`src/core/pma_defs.vh`:
```
// register offsets, field positions and timing constants of the proximity block
`ifndef PMA_DEFS_VH
`define PMA_DEFS_VH
// ****************************************
// register command codes
// ****************************************
`define PMA_REG_CONF1      8'h03
`define PMA_REG_CONF3      8'h04
`define PMA_REG_CANCEL     8'h05
`define PMA_REG_THR_LOW    8'h06
`define PMA_REG_THR_HIGH   8'h07
`define PMA_REG_RESULT     8'h08
`define PMA_REG_FLAGS      8'h0b
// ****************************************
// field positions
// ****************************************
`define PMA_C1_SHUTDOWN    0
`define PMA_C1_IT_LSB      1
`define PMA_C1_PERS_LSB    4
`define PMA_C3_LOGIC_SEL   1
`define PMA_C3_TRIGGER     2
`define PMA_C3_FORCED      3
`define PMA_FLAG_LOW       8
`define PMA_FLAG_HIGH      9
// ****************************************
// reset values
// ****************************************
`define PMA_CONF1_RST      16'h0001
`define PMA_CONF3_RST      16'h0000
`define PMA_THR_RST        16'h0000
`define PMA_I2C_ADDR       7'h2a
// ****************************************
// timing: base unit is a quarter of 1T (1T = 50 us)
// ****************************************
`define PMA_QUARTER_NS     12500
`define PMA_CLK_NS         5
`define PMA_QUARTER_CYC    (`PMA_QUARTER_NS / `PMA_CLK_NS)
`define PMA_GAP_QUARTERS   160
`endif

```
`src/core/pma_core.v`:
```
// proximity measurement sequencer, threshold alert and i2c register access
`timescale 1ns/1ps
`include "pma_defs.vh"
module pma_core #(
  parameter [6:0]  DEV_ADDR      = `PMA_I2C_ADDR,
  parameter [15:0] QUARTER_CYC   = `PMA_QUARTER_CYC,
  parameter [7:0]  GAP_QUARTERS  = `PMA_GAP_QUARTERS
) (
  input  wire        clock_in,
  input  wire        rstn_in,
  input  wire        scl_in,
  input  wire        sda_in,
  input  wire [15:0] prox_sample_in,
  output wire        sda_out,
  output wire        sda_oe_n_out,
  output wire        alert_out,
  output reg         alert_oe_n_out,
  output reg         emitter_on_out,
  output reg         ambient_kill_out,
  output reg         busy_out
);
  // ****************************************
  // pin synchronisers
  // ****************************************
  reg  [1:0] scl_sync;
  reg  [1:0] sda_sync;
  reg        scl_d;
  reg        sda_d;
  always @(posedge clock_in) begin
    if (!rstn_in) begin
      scl_sync <= 2'h3;
      sda_sync <= 2'h3;
      scl_d    <= 1'b1;
      sda_d    <= 1'b1;
    end else begin
      scl_sync <= {scl_sync[0], scl_in};
      sda_sync <= {sda_sync[0], sda_in};
      scl_d    <= scl_sync[1];
      sda_d    <= sda_sync[1];
    end
  end
  wire scl_s     = scl_sync[1];
  wire sda_s     = sda_sync[1];
  wire scl_rise  = scl_s & ~scl_d;
  wire scl_fall  = ~scl_s & scl_d;
  wire bus_start = scl_s & scl_d & sda_d & ~sda_s;
  wire bus_stop  = scl_s & scl_d & ~sda_d & sda_s;

  // ****************************************
  // register file
  // ****************************************
  reg  [15:0] conf1;
  reg  [15:0] conf3;
  reg  [15:0] cancel;
  reg  [15:0] thr_low;
  reg  [15:0] thr_high;
  reg  [15:0] result;
  reg  [1:0]  flags;
  reg         trig_pend;
  // write strobe from the serial side
  reg         wr_stb;
  reg  [7:0]  cmd;
  reg  [15:0] wr_data;

  // readback decode, used for both bytes of a read
  function [15:0] rd_mux;
    input [7:0] a;
    begin
      case (a)
        `PMA_REG_CONF1:    rd_mux = conf1;
        `PMA_REG_CONF3:    rd_mux = {conf3[15:3], trig_pend, conf3[1:0]};
        `PMA_REG_CANCEL:   rd_mux = cancel;
        `PMA_REG_THR_LOW:  rd_mux = thr_low;
        `PMA_REG_THR_HIGH: rd_mux = thr_high;
        `PMA_REG_RESULT:   rd_mux = result;
        `PMA_REG_FLAGS:    rd_mux = {6'h00, flags, 8'h00};
        default:           rd_mux = 16'h0000;
      endcase
    end
  endfunction

  // integration time in quarter units: 1T..4T in half steps, then 8T
  function [7:0] it_quarters;
    input [2:0] code;
    begin
      case (code)
        3'h7:    it_quarters = 8'h20;
        default: it_quarters = {4'h0, code, 1'b0} + 8'h04;
      endcase
    end
  endfunction

  // ****************************************
  // i2c slave
  // ****************************************
  localparam S_IDLE = 3'h0;
  localparam S_ADDR = 3'h1;
  localparam S_AACK = 3'h2;
  localparam S_WDAT = 3'h3;
  localparam S_WACK = 3'h4;
  localparam S_RDAT = 3'h5;
  localparam S_RACK = 3'h6;
  reg  [2:0] st;
  reg  [3:0] bitc;
  reg  [7:0] shreg;
  reg  [7:0] tx;
  reg  [1:0] byte_idx;
  reg        rd_hi;
  reg        rw;
  wire [15:0] rd_word = rd_mux(cmd);

  always @(posedge clock_in) begin
    if (!rstn_in) begin
      st <= S_IDLE;
      bitc <= 4'h0;
      shreg <= 8'h00;
      tx <= 8'hff;
      byte_idx <= 2'h0;
      rd_hi <= 1'b0;
      rw <= 1'b0;
      cmd <= 8'h00;
      wr_data <= 16'h0000;
      wr_stb <= 1'b0;
    end else begin
      wr_stb <= 1'b0;
      if (bus_start) begin
        st <= S_ADDR;
        bitc <= 4'h0;
        byte_idx <= 2'h0;
        rd_hi <= 1'b0;
      end else if (bus_stop) begin
        st <= S_IDLE;
      end else if (scl_rise) begin
        if (st == S_ADDR || st == S_WDAT) begin
          shreg <= {shreg[6:0], sda_s};
          bitc <= bitc + 4'h1;
        end else if (st == S_RACK && sda_s) begin
          st <= S_IDLE; // master nack ends the read
        end
      end else if (scl_fall) begin
        case (st)
          S_ADDR: if (bitc == 4'h8) begin
            if (shreg[7:1] == DEV_ADDR) begin
              st <= S_AACK;
              rw <= shreg[0];
            end else begin
              st <= S_IDLE;
            end
          end
          S_AACK: begin
            bitc <= 4'h0;
            if (rw) begin
              tx <= rd_word[7:0];
              rd_hi <= 1'b1;
              st <= S_RDAT;
            end else begin
              st <= S_WDAT;
            end
          end
          S_WDAT: if (bitc == 4'h8) begin
            // byte order: command code, low byte, high byte
            if (byte_idx == 2'h0) begin
              cmd <= shreg;
            end else if (byte_idx == 2'h1) begin
              wr_data[7:0] <= shreg;
            end else begin
              wr_data[15:8] <= shreg;
              wr_stb <= 1'b1;
            end
            byte_idx <= (byte_idx == 2'h2) ? 2'h1 : byte_idx + 2'h1;
            st <= S_WACK;
          end
          S_WACK: begin
            bitc <= 4'h0;
            st <= S_WDAT;
          end
          S_RDAT: begin
            if (bitc == 4'h7) begin
              st <= S_RACK;
            end else begin
              tx <= {tx[6:0], 1'b1};
              bitc <= bitc + 4'h1;
            end
          end
          S_RACK: begin
            bitc <= 4'h0;
            tx <= rd_hi ? rd_word[15:8] : rd_word[7:0];
            rd_hi <= ~rd_hi;
            st <= S_RDAT;
          end
          default: st <= S_IDLE;
        endcase
      end
    end
  end
  // open drain data: only ever pulled low
  assign sda_out      = 1'b0;
  assign sda_oe_n_out = ~((st == S_AACK) | (st == S_WACK) | ((st == S_RDAT) & ~tx[7]));

  // ****************************************
  // measurement sequencer
  // ****************************************
  localparam M_IDLE = 3'h0;
  localparam M_TRIG = 3'h1;
  localparam M_AMB  = 3'h2;
  localparam M_MEAS = 3'h3;
  localparam M_SHUT = 3'h4;
  localparam M_GAP  = 3'h5;
  reg  [2:0]  mst;
  reg  [15:0] pre;
  reg  [7:0]  qcnt;
  reg  [7:0]  plen;
  wire [7:0]  itq      = it_quarters(conf1[`PMA_C1_IT_LSB+2:`PMA_C1_IT_LSB]);
  wire        forced   = conf3[`PMA_C3_FORCED];
  wire        active   = ~conf1[`PMA_C1_SHUTDOWN];
  wire        qtick    = (pre == QUARTER_CYC - 16'h1);
  wire        phase_end = qtick && (qcnt == plen - 8'h1);
  wire        meas_done = (mst == M_MEAS) && phase_end;
  wire        start_ok  = active && (forced ? trig_pend : 1'b1);

  always @(posedge clock_in) begin
    if (!rstn_in) begin
      mst <= M_IDLE;
      pre <= 16'h0000;
      qcnt <= 8'h00;
      plen <= 8'h00;
    end else begin
      pre <= (mst == M_IDLE || qtick) ? 16'h0000 : pre + 16'h1;
      if (qtick) begin
        qcnt <= phase_end ? 8'h00 : qcnt + 8'h01;
      end
      case (mst)
        M_IDLE: if (start_ok) begin
          mst <= M_TRIG;
          qcnt <= 8'h00;
          plen <= {1'b0, itq[7:1]};
        end
        M_TRIG: if (phase_end) begin
          mst <= M_AMB;
          plen <= itq + {itq[6:0], 1'b0};
        end
        M_AMB: if (phase_end) begin
          mst <= M_MEAS;
          plen <= itq;
        end
        M_MEAS: if (phase_end) begin
          mst <= M_SHUT;
        end
        // forced mode stops after one cycle, auto mode waits out the duty gap
        M_SHUT: if (phase_end) begin
          mst <= forced ? M_IDLE : M_GAP;
          plen <= GAP_QUARTERS;
        end
        M_GAP: if (phase_end || !active || forced) begin
          mst <= M_IDLE;
        end
        default: mst <= M_IDLE;
      endcase
    end
  end

  // ****************************************
  // registers, threshold persistence and alert
  // ****************************************
  wire [15:0] corrected = (prox_sample_in > cancel) ? prox_sample_in - cancel : 16'h0000;
  wire        above     = corrected > thr_high;
  wire        below     = corrected < thr_low;
  wire [2:0]  pers      = {1'b0, conf1[`PMA_C1_PERS_LSB+1:`PMA_C1_PERS_LSB]} + 3'h1;
  reg  [2:0]  hi_cnt;
  reg  [2:0]  lo_cnt;
  reg         logic_lvl;
  wire        hi_hit    = meas_done && above && (hi_cnt + 3'h1 >= pers);
  wire        lo_hit    = meas_done && below && (lo_cnt + 3'h1 >= pers);
  wire        flag_wr   = wr_stb && (cmd == `PMA_REG_FLAGS);
  wire [1:0]  flag_clr  = flag_wr ? wr_data[`PMA_FLAG_HIGH:`PMA_FLAG_LOW] : 2'h0;
  wire        logic_sel = conf3[`PMA_C3_LOGIC_SEL];

  always @(posedge clock_in) begin
    if (!rstn_in) begin
      conf1 <= `PMA_CONF1_RST;
      conf3 <= `PMA_CONF3_RST;
      cancel <= 16'h0000;
      thr_low <= `PMA_THR_RST;
      thr_high <= `PMA_THR_RST;
      result <= 16'h0000;
      flags <= 2'h0;
      trig_pend <= 1'b0;
      hi_cnt <= 3'h0;
      lo_cnt <= 3'h0;
      logic_lvl <= 1'b0;
      alert_oe_n_out <= 1'b1;
      emitter_on_out <= 1'b0;
      ambient_kill_out <= 1'b0;
      busy_out <= 1'b0;
    end else begin
      if (wr_stb) begin
        case (cmd)
          `PMA_REG_CONF1:    conf1 <= wr_data;
          `PMA_REG_CONF3:    conf3 <= wr_data;
          `PMA_REG_CANCEL:   cancel <= wr_data;
          `PMA_REG_THR_LOW:  thr_low <= wr_data;
          `PMA_REG_THR_HIGH: thr_high <= wr_data;
          default:           conf1 <= conf1;
        endcase
      end
      // one cycle per written one, cleared at start
      if (wr_stb && cmd == `PMA_REG_CONF3 && wr_data[`PMA_C3_TRIGGER] &&
          wr_data[`PMA_C3_FORCED]) begin
        trig_pend <= 1'b1;
      end else if (mst == M_IDLE && start_ok && forced) begin
        trig_pend <= 1'b0;
      end
      if (meas_done) begin
        result <= corrected;
      end
      if (meas_done) begin
        hi_cnt <= above ? ((hi_cnt < 3'h4) ? hi_cnt + 3'h1 : hi_cnt) : 3'h0;
        lo_cnt <= below ? ((lo_cnt < 3'h4) ? lo_cnt + 3'h1 : lo_cnt) : 3'h0;
      end
      // write one clears only that flag
      flags <= (flags & ~flag_clr) | {hi_hit, lo_hit};
      if (hi_hit) begin
        logic_lvl <= 1'b1;
      end else if (lo_hit) begin
        logic_lvl <= 1'b0;
      end
      // normal mode alert while any flag
      alert_oe_n_out <= logic_sel ? ~(hi_hit | (logic_lvl & ~lo_hit))
                                  : ~(|((flags & ~flag_clr) | {hi_hit, lo_hit}));
      emitter_on_out <= (mst == M_AMB) || (mst == M_MEAS);
      ambient_kill_out <= (mst == M_AMB);
      busy_out <= (mst != M_IDLE) && (mst != M_GAP);
    end
  end
  // alert never drives high
  assign alert_out = 1'b0;
endmodule

```
`config.mk`:
```
export PLATFORM = sky130hd
export DESIGN_NAME = pma_core
export DESIGN_NICKNAME = d
export VERILOG_FILES = /design/src/core/pma_core.v
export VERILOG_INCLUDE_DIRS = /design/src /design/src/core
export SDC_FILE = /design/constraint.sdc
export NUM_CORES = 1
export LEC_CHECK = 0
export ABC_AREA = 1
export BUFFER_PORTS_ARGS = -buffer_cell sky130_fd_sc_hd__buf_2
export CORE_ASPECT_RATIO = 1.4
export CORE_MARGIN = 4
export CORE_UTILIZATION = 55
export CTS_CLUSTER_DIAMETER = 120
export CTS_CLUSTER_SIZE = 25
export DETAILED_ROUTE_END_ITERATION = 12
export PLACE_DENSITY_LB_ADDON = 0.1
export SLEW_MARGIN = 20
export SYNTH_ARGS = -nofsm -noshare
export SYNTH_HDL_FRONTEND = slang
export SYNTH_SLANG_ARGS = --single-unit
export TNS_END_PERCENT = 1
```
`constraint.sdc`:
```
create_clock -name clock_in -period 6.1 [get_ports clock_in]
set_input_delay 1.22 -clock clock_in [delete_from_list [all_inputs] [get_ports clock_in]]
set_output_delay 1.22 -clock clock_in [all_outputs]
set_load 0.05 [all_outputs]
```
# After elaboration in Yosys (flattened, before gate mapping)
# Index checks and enable logic that the tools add are counted.
# W data, S select, Z words.
op_classes:
  addsub: 11
  eq_ne: 49
  n_bitwise: 35
  reduce_logical: 57
  n_lt_le_gt_ge: 7
  n_mux: 56
op_table:
  columns: ["operator", "n"]
  rows:
  - ["$pmux W16 S7", 1]
  - ["$mux W8", 11]
  - ["$mux W3", 19]
  - ["$pmux W3 S6", 2]
  - ["$eq A8 B3 Y1 const B", 4]
  - ["$gt A16 B16 Y1", 2]
  - ["$pmux W8 S4", 1]
  - ["$pmux W8 S3", 1]
  - ["$reduce_and A7 Y1", 3]
  - ["$not A1 Y1", 20]
  - ["$reduce_and A5 Y1", 4]
  - ["$eq A3 B3 Y1 const B", 6]
  - ["$ne A2 B2 Y1 const B", 9]
  - ["$reduce_and A6 Y1", 3]
  - ["$add A16 B1 Y16 const B", 1]
  - ["$eq A16 B12 Y1 const B", 1]
  - ["$eq A8 B4 Y1 const B", 2]
  - ["$lt A16 B16 Y1", 1]
  - ["$mux W16", 1]
  - ["$mux W4", 4]
  - ["$reduce_and A8 Y1", 2]
  - ["$sub A16 B16 Y16", 1]
  - ["$logic_and A1 B1 Y1", 15]
  - ["$reduce_and A2 Y1", 7]
  - ["other kinds (46)", 94]
totals:
  input_bits: 20
  elab_cells: 250
  ff_bits: 203

# Longest topological paths before layout
logic_depth:
  depth_word: 11
  ltp_mapped: 30
  ltp_nobuf: 30

# Least setup slack after synthesis
# Ideal clock, no wire load.
synth_path:
  kind: "input to register"
  start: "in prox_sample_in[0]"
  end: "reg alert_oe_n_out"
  setup_time_ps: 113
  required_ps: 5987
  stages: 28
  path_slack_ps: 1780
  path_buffers: 0
  arrival_ps: 4208
  cell_sequence: "inv_1 ha_1 inv_1 fa_1 nand2_1 nand2_1 nand3_1 nand2_1 a31oi_1 o21ai_1 a21oi_1 nor2_1 or3_1 inv_1 ha_1 nand4_1 nor3_1 nand2_1 o211ai_1 nand2_1 nor2_1 nand3_1 nand2_1 nor2_1 nand3_1 nand2_1 inv_1 nand2_1"
synth_between:
  elab_chain_len: 10
  elab_cells_between_ends: 17
synth_lines:
  columns: ["item", "line", "source"]
  rows:
  - ["start, declared", "pma_core.v:13", "input wire [15:0] prox_sample_in,"]
  - ["$sub A16 B16 Y16 / $gt A16 B16 Y1 (equally long branches)", "pma_core.v:265", "wire [15:0] corrected = (prox_sample_in > cancel) ? prox_sample_in - cancel : 16'h0000;"]
  - ["$mux W16 *", "pma_core.v:265", null]
  - ["net corrected[14]", "pma_core.v:265", null]
  - ["$lt A16 B16 Y1", "pma_core.v:267", "wire below = corrected < thr_low;"]
  - ["$logic_and A1 B1 Y1 (2 in series)", "pma_core.v:273", "wire lo_hit = meas_done && below && (lo_cnt + 3'h1 >= pers);"]
  - ["$not A1 Y1", "pma_core.v:328", "alert_oe_n_out <= logic_sel ? ~(hi_hit | (logic_lvl & ~lo_hit))"]
  - ["$and A1 B1 Y1", "pma_core.v:328", null]
  - ["$or A1 B1 Y1", "pma_core.v:328", null]
  - ["$not A1 Y1", "pma_core.v:328", null]
  - ["$mux W1 *", "pma_core.v:328", null]
  - ["end signal, assigned", "pma_core.v:328", null]
  - ["end, declared", "pma_core.v:17", "output reg alert_oe_n_out,"]
# The timed path passes the listed nets; every way through them passes the cells marked *.
# A chain may end at the register's enable or synchronous reset.

# Worst setup path after layout
# Ends and elaborated chain as after synthesis.

==> flow_metrics.py <==
metrics = {
    "cells_and_area": {
        "nNetsFinal": 1553,
        "antennaDiodeCount": 0,
        "fin_util_pct": 60.26,
        "nFillCells": 1810,
        "areaGrowthSynthToFinish_pct": 6.473,
        "final_common_cell": "inv_1",
        "layout_common_cells": "209 x inv_1, 202 x dfxtp_1, 190 x nand2_1",
        "drive_above_1_share_pct": 5.267,
        "fin_cells": 1706,
    },
    "worst_setup_path": {
        "cpMaxStageDelayCell": "fa_1",
        "startpoint_type": "input port",
        "cp_data_required_time_ns": 6.48,
        "crit_fanout": 4,
        "crit_type": "input port to flip-flop",
        "crit_arrival_ns": 4.93,
        "timing.critical_path.slowest_cell_delay_ns": 0.39,
        "worstSetupEndpointType": "flip-flop",
        "critPathBufInv": 5,
        "critPathMostFrequentCell": "nand2_1",
        "cp_top_family": "simple AND/OR/NAND/NOR gates",
    },
    "logic_synthesis": {
        "ys_seq_area_share_pct": 38.10,
        "ys_ff_latch": 202,
        "syn_area_mm2": 0.01061,
        "postSynthAreaPerCell_um2": 7.279,
        "yosysWarnings": 0,
        "synth_edf_count": 0,
        "synth.distinct_cells": 53,
        "syn_inst": 1458,
        "synth-main-ff-cell": "dfxtp_1",
        "synthArstFlopShare_pct": 0,
    },
    "placed_design": {
        "dp_hpwl_mm": 21.69,
        "port_buffers": 24,
        "globalplace.congestion": 0.9257,
        "place_ws_ns": 1.122,
        "dp.cells": 1692,
    },
    "timing": {
        "setup_viol": 0,
        "tns_ns": 0,
        "rsz0062_at_grt": "false",
        "period_share_pct": 74.66,
        "setup_slack_ns": 1.546,
        "fmaxAchievable_ghz": 0.2196,
        "hold_slack_ns": 0.4189,
        "drv_slew": 0,
        "finalCriticalPeriod_ns": 4.554,
        "hold_viol": 0,
        "tightest_slew_ns": 1.088,
        "slew_headroom_pct": 26.90,
        "fin_skew_ns": 0.03628,
    },
    "global_route": {
        "grt_pass1_vias": 9463,
        "grt_max_degree": 108,
        "grt_usage_pct": 26.18,
        "antenna_found_initial": 0,
        "grt_pass1_wl_mm": 46.43,
        "grt_overflow": 0,
    },
    "power_and_ir_drop": {
        "ir_drop_uv": 190.9,
        "power.density_mw_per_mm2": 209.2,
        "power_leakage_uw": 0.004552,
    },
    "route": {
        "vias_per_cell": 5.606,
        "drt_iter0_drc": 664,
        "ant_nets": 0,
        "dr_total_vias": 9564,
        "wl_per_cell_um": 16.68,
        "drc_errors": 0,
        "drtPass1Iterations": 5,
        "drt-total-wl_mm": 28.45,
    },
    "floorplanning": {
        "core-area_mm2": 0.01875,
        "dieArea_mm2": 0.02161,
        "fp.dieW_um": 125.4,
        "die_h_um": 172.4,
        "rows": 59,
        "start_util_pct": 56.60,
        "pin_count": 27,
    },
    "cts": {
        "cts_made_buffers": 12,
        "cts_hold_buf": 0,
        "htree_levels": 1,
        "cts_tree": "yes",
        "clk_pin_slew_ns": 0.10,
        "clk_latency_ns": 0.48,
        "cts_setup_buffers": 0,
        "cts_max_path_buffers": 3,
        "ctsResizeCount": 0,
        "cts.sinks": 202,
        "cts_root_buf": "clkbuf_16",
    },
    "hold_path": {
        "min_path_type": "flip-flop to flip-flop",
    },
    "outcome": {
        "status": "complete, no violations",
    },
    "flow_run": {
        "maxCapViolations": 0,
    },
}
## through the flow
stage          power [uW]  area (um^2)
2_1_floorplan        1502        10620
3_3_place_gp         1549        10940
3_5_place_dp         1550        10940
4_1_cts              2377        11300
5_1_grt              2456        11300
6_report             2364        11300
## cell usage after synthesis, types with 2 or more instances
| cell type | count | area [um^2] |
|---|---|---|
| or2_1 | 2 | 12.51 |
| a31oi_1 | 5 | 31.28 |
| xor2_1 | 18 | 157.7 |
| o2111ai_1 | 14 | 122.6 |
| clkbuf_1 | 36 | 135.1 |
| nor3_1 | 30 | 150.1 |
| inv_2 | 5 | 18.77 |
| o211ai_1 | 4 | 30.03 |
| nand2_1 | 190 | 713.2 |
| a221oi_1 | 9 | 78.83 |
| nor2_2 | 3 | 18.77 |
| dfxtp_1 | 202 | 4044 |
| o31ai_1 | 4 | 30.03 |
| o22ai_1 | 11 | 68.82 |
| nand3_1 | 43 | 215.2 |
| nor3b_1 | 6 | 45.04 |
| nand4_1 | 17 | 106.4 |
| xnor2_1 | 6 | 52.55 |
| a21oi_1 | 175 | 875.8 |
| a311oi_1 | 2 | 17.52 |
| buf_4 | 2 | 15.01 |
| nor4_1 | 7 | 43.79 |
| a211oi_1 | 32 | 240.2 |
| nor2_1 | 152 | 570.6 |
| or2_2 | 6 | 37.54 |
| ha_1 | 70 | 875.8 |
| buf_2 | 6 | 30.03 |
| o21ai_0 | 159 | 795.8 |
| inv_1 | 209 | 784.5 |
| nand3_2 | 4 | 40.04 |
| buf_1 | 2 | 7.510 |
| a22oi_1 | 2 | 15.01 |
| o21a_1 | 3 | 22.52 |
| a21o_1 | 3 | 22.52 |
## cells by family after synthesis
family                   synth area share (%)
other                                 0.03534
XOR/XNOR                                2.134
AO/OA/AOI/OAI                           22.90
AND/OR/NAND/NOR                         18.91
adder cells (fa/ha/maj)                 8.441
buffers and inverters                   9.479
flip-flops                              38.10
## layer usage
metal,wire length (um),GRT usage [%],vias to the layer above
met5,0,0,-
met4,935,10.24,0
met3,1228,2.410,54
met2,14540,49.59,231
met1,11750,30.48,4389
li1,-,-,4890
## where the power goes
group	internal [uW]	total [uW]	switching, uW
clock network	392	842	449
logic	68.6	196	127
registers	1320	1330	3.53
total	1780	2360	580
## path summary, 6_finish.rpt
check / to / slack (ns) / cells after the start / start
worst min register to register: sda_sync[1]$_SDFF_PN1_ / 0.42 / 1 / sda_sync[0]$_SDFF_PN1_
worst max-delay path: alert_oe_n_out$_SDFF_PN1_ / 1.55 / 29 / prox_sample_in[0]
worst min-delay path: sda_sync[1]$_SDFF_PN1_ / 0.42 / 1 / sda_sync[0]$_SDFF_PN1_
worst max register to register: alert_oe_n_out$_SDFF_PN1_ / 1.94 / 27 / cancel[0]$_SDFFE_PN0P_
## cell type report
cell class / instances / area [um^2] / share of cell area (%)
Sequential cell: 202 / 4044 / 35.79
Clock buffer: 13 / 325.3 / 2.879
Inverter: 215 / 807.0 / 7.142
Timing Repair Buffer: 36 / 212.7 / 1.882
Tap cell: 244 / 305.3 / 2.702
Multi-Input combinational cell: 995 / 5575 / 49.34
Clock inverter: 1 / 30.03 / 0.2658
## sequential cells by signal, summed over array words and instances (netlist names), 3 cells and up
signal,cells
bitc,4
st,3
tx,8
shreg,8
cmd,8
wr_data,16
thr_high,16
result,16
qcnt,8
hi_cnt,3
plen,8
conf3,15
conf1,16
cancel,16
lo_cnt,3
pre,16
mst,3
thr_low,16
Power figures use the tool's default switching activity.
